### src/fbop_pkg.sv
// Notes on behaviour
// - Non-read operations start with command writes; a write here is one bus write cycle and reset only pulses the reset pin
// - Bad sequence recovered by pulsing reset low
// - Byte mode: top data line carries byte bit
// - Host drives word address, byte bit below; byte mode here drives addr_o unshifted, so its bit 0 repeats the byte bit
// - Host and device agree data direction
// - Read: address, select and gate low, strobe high
package fbop_pkg;
    // Bus widths
    localparam int ADDR_W = 26;
    localparam int DATA_W = 16;
    localparam int SECT_LSB = 16;
    localparam int SECT_W = ADDR_W - SECT_LSB;
    localparam int BUF_WORDS = 32;
    localparam int SECURE_WORDS = 128;
    // Timing in ns and derived cycles at 250 MHz
    localparam int CLK_NS = 4;
    localparam int ACC_NS = 90;
    localparam int SETUP_NS = 20;
    localparam int RST_NS = 500;
    localparam int ACC_CYC = (ACC_NS + CLK_NS - 1) / CLK_NS;
    localparam int SETUP_CYC = (SETUP_NS + CLK_NS - 1) / CLK_NS;
    localparam int RST_CYC = (RST_NS + CLK_NS - 1) / CLK_NS;
    localparam int CNT_W = 8;
    // Request kinds
    localparam logic [1:0] OP_READ = 2'h0;
    localparam logic [1:0] OP_WRITE = 2'h1;
    localparam logic [1:0] OP_RESET = 2'h2;
    // Host request bundle
    typedef struct packed {
        logic [1:0]        op;
        logic              byte_mode;
        logic [ADDR_W-1:0] addr;
        logic [DATA_W-1:0] wdata;
    } fbop_req_s;
    // Controller states
    typedef enum logic [4:0] {
        ST_IDLE   = 5'h01,
        ST_SETUP  = 5'h02,
        ST_STROBE = 5'h04,
        ST_HOLD   = 5'h08,
        ST_RESET  = 5'h10
    } fbop_state_e;
endpackage

### src/fbop_ctrl.sv
`timescale 1ns/1ps
module fbop_ctrl
    import fbop_pkg::*;
(
    // Clock and reset
    input  wire logic              clock_i,
    input  wire logic              rst_i,
    // Request side
    input  wire logic              req_valid_i,
    input  wire fbop_req_s         req_i,
    input  wire logic              protect_en_i,
    output logic                   req_ready_o,
    output logic                   done_o,
    output logic [DATA_W-1:0]      rdata_o,
    output logic [SECT_W-1:0]      sector_o,
    // Flash pins
    output logic [ADDR_W-1:0]      addr_o,
    output logic                   chip_sel_n_o,
    output logic                   out_gate_n_o,
    output logic                   wr_strobe_n_o,
    output logic                   hw_reset_n_o,
    output logic                   word_mode_o,
    output logic                   protect_accel_pin_o,
    output logic [DATA_W-1:0]      dq_o,
    output logic [DATA_W-1:0]      dq_oe_o,
    input  wire logic [DATA_W-1:0] dq_i
);
    fbop_state_e       state_r;   // Sequencer state
    logic [CNT_W-1:0]  cnt_r;     // Phase timer
    fbop_req_s         cur_r;     // Accepted request
    logic [DATA_W-1:0] dq_s1_r;   // Pin sync stage one
    logic [DATA_W-1:0] dq_s2_r;   // Pin sync stage two

    // Read data synchroniser
    always_ff @(posedge clock_i or posedge rst_i) begin
        if (rst_i) begin
            dq_s1_r <= 16'h0000;
            dq_s2_r <= 16'h0000;
        end else begin
            dq_s1_r <= dq_i;
            dq_s2_r <= dq_s1_r;
        end
    end

    // Sequencer and pin drive
    always_ff @(posedge clock_i or posedge rst_i) begin
        if (rst_i) begin
            state_r             <= ST_IDLE;
            cnt_r               <= '0;
            cur_r               <= '0;
            req_ready_o         <= 1'b0;
            done_o              <= 1'b0;
            rdata_o             <= 16'h0000;
            sector_o            <= '0;
            addr_o              <= '0;
            chip_sel_n_o        <= 1'b1;
            out_gate_n_o        <= 1'b1;
            wr_strobe_n_o       <= 1'b1;
            hw_reset_n_o        <= 1'b1;
            word_mode_o         <= 1'b1;
            protect_accel_pin_o <= 1'b1;
            dq_o                <= 16'h0000;
            dq_oe_o             <= 16'h0000;
        end else begin
            done_o              <= 1'b0;
            protect_accel_pin_o <= ~protect_en_i;
            case (state_r)
                // Wait for a request
                ST_IDLE: begin
                    req_ready_o <= 1'b1;
                    if (req_valid_i && req_ready_o) begin
                        req_ready_o <= 1'b0;
                        cur_r       <= req_i;
                        cnt_r       <= '0;
                        word_mode_o <= ~req_i.byte_mode;
                        sector_o    <= req_i.addr[ADDR_W-1:SECT_LSB];
                        if (req_i.op == OP_RESET) begin
                            hw_reset_n_o <= 1'b0;
                            dq_oe_o      <= 16'h0000;
                            state_r      <= ST_RESET;
                        end else begin
                            addr_o  <= req_i.addr;
                            state_r <= ST_SETUP;
                            if (req_i.op == OP_WRITE) begin
                                dq_o <= req_i.wdata;
                                // Byte mode: upper byte stays off except byte bit
                                dq_oe_o <= req_i.byte_mode ? 16'h00FF : 16'hFFFF;
                            end else begin
                                // Reads: only byte bit driven in byte mode
                                dq_o    <= {req_i.addr[0], 15'h0000};
                                dq_oe_o <= req_i.byte_mode ? 16'h8000 : 16'h0000;
                            end
                            if (req_i.byte_mode && req_i.op == OP_WRITE) begin
                                dq_o[DATA_W-1] <= req_i.addr[0];
                                dq_oe_o        <= 16'h80FF;
                            end
                        end
                    end
                end
                // Address settles, then select falls
                ST_SETUP: begin
                    cnt_r <= cnt_r + 1'b1;
                    if (cnt_r == CNT_W'(SETUP_CYC - 1)) begin
                        cnt_r         <= '0;
                        chip_sel_n_o  <= 1'b0;
                        out_gate_n_o  <= (cur_r.op != OP_READ);
                        wr_strobe_n_o <= (cur_r.op == OP_READ);
                        state_r       <= ST_STROBE;
                    end
                end
                // Hold strobes through access time
                ST_STROBE: begin
                    cnt_r <= cnt_r + 1'b1;
                    if (cnt_r == CNT_W'(ACC_CYC - 1)) begin
                        cnt_r         <= '0;
                        rdata_o       <= cur_r.byte_mode ? {8'h00, dq_s2_r[7:0]} : dq_s2_r;
                        out_gate_n_o  <= 1'b1;
                        wr_strobe_n_o <= 1'b1;
                        state_r       <= ST_HOLD;
                    end
                end
                // Release select and bus
                ST_HOLD: begin
                    chip_sel_n_o <= 1'b1;
                    dq_oe_o      <= 16'h0000;
                    done_o       <= 1'b1;
                    state_r      <= ST_IDLE;
                end
                // Hold hardware reset low
                ST_RESET: begin
                    cnt_r <= cnt_r + 1'b1;
                    if (cnt_r == CNT_W'(RST_CYC - 1)) begin
                        hw_reset_n_o <= 1'b1;
                        done_o       <= 1'b1;
                        state_r      <= ST_IDLE;
                    end
                end
                default: state_r <= ST_IDLE;
            endcase
        end
    end

    // Read never drives the low data byte
    read_float_a: assert property (@(posedge clock_i) disable iff (rst_i)
        !out_gate_n_o |-> dq_oe_o[7:0] == 8'h00) else $error("drive during read");
    // Strobes never both low
    strobe_excl_a: assert property (@(posedge clock_i) disable iff (rst_i)
        !(~out_gate_n_o && ~wr_strobe_n_o)) else $error("gate and strobe low");
    // Strobes only with select low
    strobe_sel_a: assert property (@(posedge clock_i) disable iff (rst_i)
        (!out_gate_n_o || !wr_strobe_n_o) |-> !chip_sel_n_o) else $error("strobe w/o sel");
    // Reset pin low means bus quiet
    reset_quiet_a: assert property (@(posedge clock_i) disable iff (rst_i)
        !hw_reset_n_o |-> chip_sel_n_o && dq_oe_o == 16'h0000) else $error("busy in reset");
    // Reset pulse ends in time
    reset_len_a: assert property (@(posedge clock_i) disable iff (rst_i)
        $fell(hw_reset_n_o) |-> ##[1:130] hw_reset_n_o) else $error("reset too long");
    // Protect pin follows request
    protect_pin_a: assert property (@(posedge clock_i) disable iff (rst_i)
        protect_accel_pin_o == !$past(protect_en_i)) else $error("protect pin wrong");
    // Byte mode upper lines below the top byte-bit line float
    byte_float_a: assert property (@(posedge clock_i) disable iff (rst_i)
        !word_mode_o |-> dq_oe_o[14:8] == 7'h00) else $error("upper lines driven");
    // Select low lasts at least eight cycles
    sel_len_a: assert property (@(posedge clock_i) disable iff (rst_i)
        $fell(chip_sel_n_o) |-> !chip_sel_n_o [*8]) else $error("select too short");
endmodule

### config.mk
export PLATFORM = sky130hd
export DESIGN_NAME = fbop_ctrl
export DESIGN_NICKNAME = d
export VERILOG_FILES = /design/src/fbop_pkg.sv /design/src/fbop_ctrl.sv
export SDC_FILE = /design/constraint.sdc
export NUM_CORES = 1
export LEC_CHECK = 0
export BUFFER_PORTS_ARGS = -buffer_cell sky130_fd_sc_hd__buf_2
export CORE_UTILIZATION = 49
export CTS_CLUSTER_SIZE = 20
export DETAILED_ROUTE_END_ITERATION = 8
export PLACE_DENSITY = 0.81
export SLEW_MARGIN = 20
export SYNTH_ARGS = -nofsm -noshare
export SYNTH_HDL_FRONTEND = slang
export SYNTH_SLANG_ARGS = --single-unit
export TNS_END_PERCENT = 100
### constraint.sdc
create_clock -name clock_i -period 8.3 [get_ports clock_i]
set_clock_uncertainty 0.1 [all_clocks]
set_input_delay 2.49 -clock clock_i [delete_from_list [all_inputs] [get_ports clock_i]]
set_output_delay 2.49 -clock clock_i [all_outputs]
set_load 0.005 [all_outputs]
# Word-level counts from Yosys, hierarchy flattened
# Cells that the tools add are included.
dict set report totals {
  word_cells 90
  regBits 140
  out_inout_bits 92
  input_bits 65
}
dict set report classes {
  bitwise_logic 3
  eq_ne 15
  addsub 1
  mux 34
  n_reduce_logical 18
}
# op count
set ops {}
lappend ops {{16-bit two-way mux} 8}
lappend ops {{16-bit one-hot mux with 2 select lines} 1}
lappend ops {{8-bit one-hot mux with 4 select lines} 1}
lappend ops {{5-bit two-way mux} 5}
lappend ops {{8-bit two-way mux} 3}
lappend ops {{5-bit one-hot mux with 4 select lines} 1}
lappend ops {{1-bit two-way mux} 10}
lappend ops {{2-bit inequality test, second input constant} 5}
lappend ops {{1-bit one-hot mux with 2 select lines} 5}
lappend ops {{2-bit AND reduction} 5}
lappend ops {{2-bit nonzero test} 5}
lappend ops {{8-bit by 1-bit adder with 8-bit output, second input constant} 1}
lappend ops {{8-bit by 3-bit equality test with 1-bit output, second input constant} 1}
lappend ops {{8-bit by 5-bit equality test with 1-bit output, second input constant} 1}
lappend ops {{8-bit by 7-bit equality test with 1-bit output, second input constant} 1}
lappend ops {{4-bit AND reduction} 2}
lappend ops {{3-bit AND reduction} 2}
lappend ops {{5-bit by 1-bit equality test with 1-bit output, second input constant} 1}
lappend ops {{5-bit by 2-bit equality test with 1-bit output, second input constant} 1}
lappend ops {{5-bit by 3-bit equality test with 1-bit output, second input constant} 1}
lappend ops {{5-bit by 4-bit equality test with 1-bit output, second input constant} 1}
lappend ops {{5-bit equality test, second input constant} 1}
lappend ops {{4-bit nonzero test} 1}
lappend ops {{1-bit inverter} 3}
lappend ops {{other kinds (4)} 5}

# Depth between registers and ports, before layout
dict set report logic_depth {
  depth_word 6
  ltp_mapped 9
  depth_no_buf 7
}

# Least setup slack after synthesis
# Ideal clock, no wire load.
dict set report synth_timing {
  path_kind {input -> register}
  start {in req_valid_i}
  end {reg dq_o[10]}
  path_buffers 2
  cell_stages 6
  arrival_time_ps 3684
  slack_ps 4395
  path_cell_list {and2_1 > nand4_1 > or2_2 > clkbuf_1 > clkbuf_1 > a22o_1}
}
dict set report synth_via {
  elab_chain_cells 2
}
# element line
set synth_lines {}
lappend synth_lines {{start: declaration} fbop_ctrl.sv:9} ;# input wire logic req_valid_i,
lappend synth_lines {{1-bit logical AND} fbop_ctrl.sv:71} ;# if (req_valid_i && req_ready_o) begin
lappend synth_lines {{3-bit AND reduction (no source line)} -}
lappend synth_lines {{end signal: assignment} fbop_ctrl.sv:85} ;# dq_o <= req_i.wdata;
lappend synth_lines {{end signal: assignment} fbop_ctrl.sv:90} ;# dq_o <= {req_i.addr[0], 15'h0000};
lappend synth_lines {{end signal: indexed assignment} fbop_ctrl.sv:94} ;# dq_o[DATA_W-1] <= req_i.addr[0];
lappend synth_lines {{end: declaration} fbop_ctrl.sv:24} ;# output logic [DATA_W-1:0] dq_o,
# Every way passes these cells.
# A chain may end at the register's enable or synchronous reset.

# Worst setup path after layout
dict set report layout_timing {
  start {in req_valid_i}
  end {reg dq_o[6]}
}
# The elaborated chain is that of the path after synthesis.

==> impl_metrics.tcl <==
set metrics [dict create \
    synth_nets 499 \
    clk_latency_ps 500 \
    postCtsSetupRepairBufs 0 \
    fin_hold_ws_ps 247 \
    syn-cell-area_um2 4870 \
    r2r_start "state_r[3]" \
    flow.area_growth_from_synthesis_pct 28.4 \
    clk_root_buffer_cell "sky130_fd_sc_hd__clkbuf_8" \
    timing.critical_path.fanout_max 43 \
    wire_per_inst_um 14.3 \
    filler_free_cell_count_of_the_finished_design 726 \
    cts-hold-fix-buffers 0 \
    drtAntennaViolNets 0 \
    post-route-drc-count 0 \
    grt_max_degree 88 \
    peakVddDrop_mv 0.183 \
    multi_input_comb_area_um2 1470 \
    endpoint_kind "register" \
    netSwitchingPower_w 0.000684 \
    chipHeight_um 102 \
    dp.final_hpwl_um 6990 \
    report.power.total_w 0.00217 \
    worst_r2r_endpoint "dq_o[6]" \
    worst-r2r-cell-count 4 \
    synth_edf_count 0 \
    postSynthRegisterBits 127 \
    synthCells 431 \
    rrSetupSlack_ps 5540 \
    die_w_um 102 \
    grtUsageTotal_pct 21.0 \
    wire_length_of_the_first_global_routing_pass_um 16500 \
    initial_core_util_pct 50.3 \
    worst_ep_arrival_time_ps 4430 \
    dp.cells 693 \
    clk_transition_reported_paths_ps 60 \
    hold_class "register to register" \
    postCtsResizedCells 0 \
    relSlewSlack_pct 45.5 \
    synth_sequential_area_ratio_pct 65.5 \
    detail_route.vias_per_cell 5.01 \
    synth.lib_cells_used.distinct 46 \
    post_placement_worst_setup_slack_ps 2980 \
    syn_avg_cell_area_um2 11.3 \
    clock_tree_from_tritoncts "built" \
    max_clock_freq_ghz 0.241 \
    drive_gt1_share_pct 36.9 \
    setup_slack_ps 4150 \
    intPower_w 0.00149 \
    ys_async_sr_fraction_pct 100 \
    detail_route.first_pass.iterations 4 \
    htreeDepth 4 \
    grt.overflow.total 0 \
    setup_total_negative_slack_ps 0 \
    detail_route.iter0.violations 160 \
    final-seq-area_um2 3190 \
    antennaDiodeCount 0 \
    vias 3638 \
    cellPowerDensity_nw_per_um2 348 \
    floorplan.rows 36 \
    max_cap_violations 0 \
    cts_inserted_buffers 17 \
    synth_top_flop_cell "sky130_fd_sc_hd__dfrtp_1" \
    layout.filler_cells 769 \
    floorplan.die_area_um2 10300 \
    setup_viol 0 \
    grt_setup_unrepaired "no" \
    slew_at_the_pin_closest_to_its_max_slew_limit_ps 817 \
    clock_sink_count 127 \
    final_max_slew_viol_count 0 \
    core_area_um2 9680 \
    pin_count 157 \
    power_leakage_nw 3.34 \
    clk_path_buf_depth 2 \
    final_period_demand_of_the_worst_path_ps 4150 \
    fin_crit_sh_pct 50.0 \
    io_buffer_count 156 \
    outcome "complete, no violations" \
    layout.nets 648 \
    power.switching_fraction_pct 31.5 \
    timing_worst_setup_path_type "input pin to register" \
    drt-total-wl_um 10400 \
    antenna_found_initial 0 \
    p_seq_share_pct 41.1 \
    timing.critical_path.from_type "input pin" \
    final-hold-violation-count 0 \
    share_comb_of_total_power_pct 26.1 \
    first_global_vias 3618 \
    worstHoldEndpoint "dq_s2_r[5]" \
    timing.hold.worst.start "dq_s1_r[5]" \
    timing.hold.worst_path_depth 0 \
    p_clk_share_pct 32.7 \
    yosysWarningCount 0 \
    routabilityCongestion 0.858 \
    worst_ep_required_time_ps 8580 \
]
-- power by group through the flow --
stage	sequential, W	combinational [W]	clock, W
after floorplan	0.000895	0.000359	0
after detailed placement	0.000899	0.000567	0
final	0.000894	0.000568	0.000711
after global routing	0.000918	0.000637	0.000757
after global placement	0.000895	0.000545	0
after CTS	0.000894	0.000568	0.000725
-- area by class of cell --
| type | count | share of cell area, % |
|---|---|---|
| sequential | 127 | 51.0 |
| multi-input combinational | 266 | 23.5 |
| timing repair buffer | 158 | 12.9 |
| clock buffer | 18 | 6.69 |
| tap | 133 | 2.66 |
| clock inverter | 14 | 2.52 |
| inverter | 10 | 0.721 |
-- worst max-delay path, stage by stage --
cell and delay, ps:
sky130_fd_sc_hd__buf_2 80, sky130_fd_sc_hd__and2_1 140, sky130_fd_sc_hd__nand4_1 520, sky130_fd_sc_hd__or2_2 830, sky130_fd_sc_hd__a22o_1 360
-- layout by cell type (no fill, tap or decap), types with 3 or more instances in the layout --
master                         n
sky130_fd_sc_hd__a21oi_1       5
sky130_fd_sc_hd__a22o_1       17
sky130_fd_sc_hd__a31oi_1       4
sky130_fd_sc_hd__and3_1        3
sky130_fd_sc_hd__buf_2       156
sky130_fd_sc_hd__clkbuf_16    16
sky130_fd_sc_hd__clkinv_4      4
sky130_fd_sc_hd__clkinvlp_4    3
sky130_fd_sc_hd__dfrtp_1     120
sky130_fd_sc_hd__dfstp_2       7
sky130_fd_sc_hd__ha_1          3
sky130_fd_sc_hd__inv_1         8
sky130_fd_sc_hd__inv_6         5
sky130_fd_sc_hd__mux2_2       13
sky130_fd_sc_hd__nand2_1     136
sky130_fd_sc_hd__nand2b_1      3
sky130_fd_sc_hd__nand3_1      12
sky130_fd_sc_hd__nand3b_1      8
sky130_fd_sc_hd__nor2_1       11
sky130_fd_sc_hd__o21a_1        3
sky130_fd_sc_hd__o21ai_0      16
-- cells in the mapped netlist, drive strengths merged (2+ instances only) --
library cell,n,area share (%)
o21ai,16,1.6
inv,9,0.69
nand3,12,1.2
mux2,13,3.0
o21a,3,0.46
dfstp,7,3.8
nand2b,3,0.39
nand2,136,10
a21oi,5,0.51
nor2b,2,0.26
buf,16,2.7
a22o,17,3.1
nand4,2,0.39
a21o,2,0.31
o22ai,2,0.26
clkbuf,12,0.93
and3,3,0.39
o211ai,2,0.31
a31oi,4,0.51
ha,3,0.77
nor2,14,1.1
o31ai,2,0.31
and2,2,0.26
dfrtp,120,62
nand3b,9,1.6
-- sequential cells by signal, summed over array words and instances (netlist names), 3 cells and up --
| name | count |
|---|---|
| rdata_o | 16 |
| dq_oe_o | 3 |
| cnt_r | 8 |
| dq_o | 16 |
| state_r | 5 |
| dq_s2_r | 16 |
| sector_o | 10 |
| addr_o | 26 |
| dq_s1_r | 16 |
| cur_r | 3 |
-- routing by layer --
layer  GRT usage [%]  share of wire (%)  vias to the layer above
li1                -                  -                     1724
met1            25.4                 42                     1773
met2            34.3                 50                      125
met3            6.28                6.4                       16
met4            10.5                1.8                        0
met5               0                  0                        -
-- cell families (layout without fill, tap and decap cells) --
logic type	count (synthesis)	after routing	synth area share (%)
AND/OR/NAND/NOR	189	189	17.3
flip-flops	127	127	65.5
AO/OA/AOI/OAI	57	57	8.12
buffers and inverters	38	200	4.55
multiplexers	14	14	3.21
adder cells (fa/ha/maj)	4	4	0.977
XOR/XNOR	2	2	0.360
-- worst max path at each step --
stage | from | to | slack [ps] | cells after the start
3_3_place_gp | req_valid_i | addr_o[17] | 3160 | 6
2_1_floorplan | rst_i | addr_o[0] | 2340 | 1
3_5_place_dp | req_valid_i | addr_o[9] | 2980 | 6
6_report | req_valid_i | dq_o[6] | 4150 | 5
4_1_cts | req_valid_i | dq_o[6] | 3540 | 5
5_1_grt | req_valid_i | dq_o[6] | 4000 | 5
-- through the flow --
| stage | instance area, um2 | util [%] |
|---|---|---|
| 2_1_floorplan | 4870 | - |
| 3_3_place_gp | 5650 | 58.3 |
| 3_5_place_dp | 5650 | 58.3 |
| 4_1_cts | 6220 | 64.3 |
| 5_1_grt | 6250 | 64.5 |
| 6_report | 6250 | 64.5 |
Note: power is estimated with default switching activity, not from simulation.
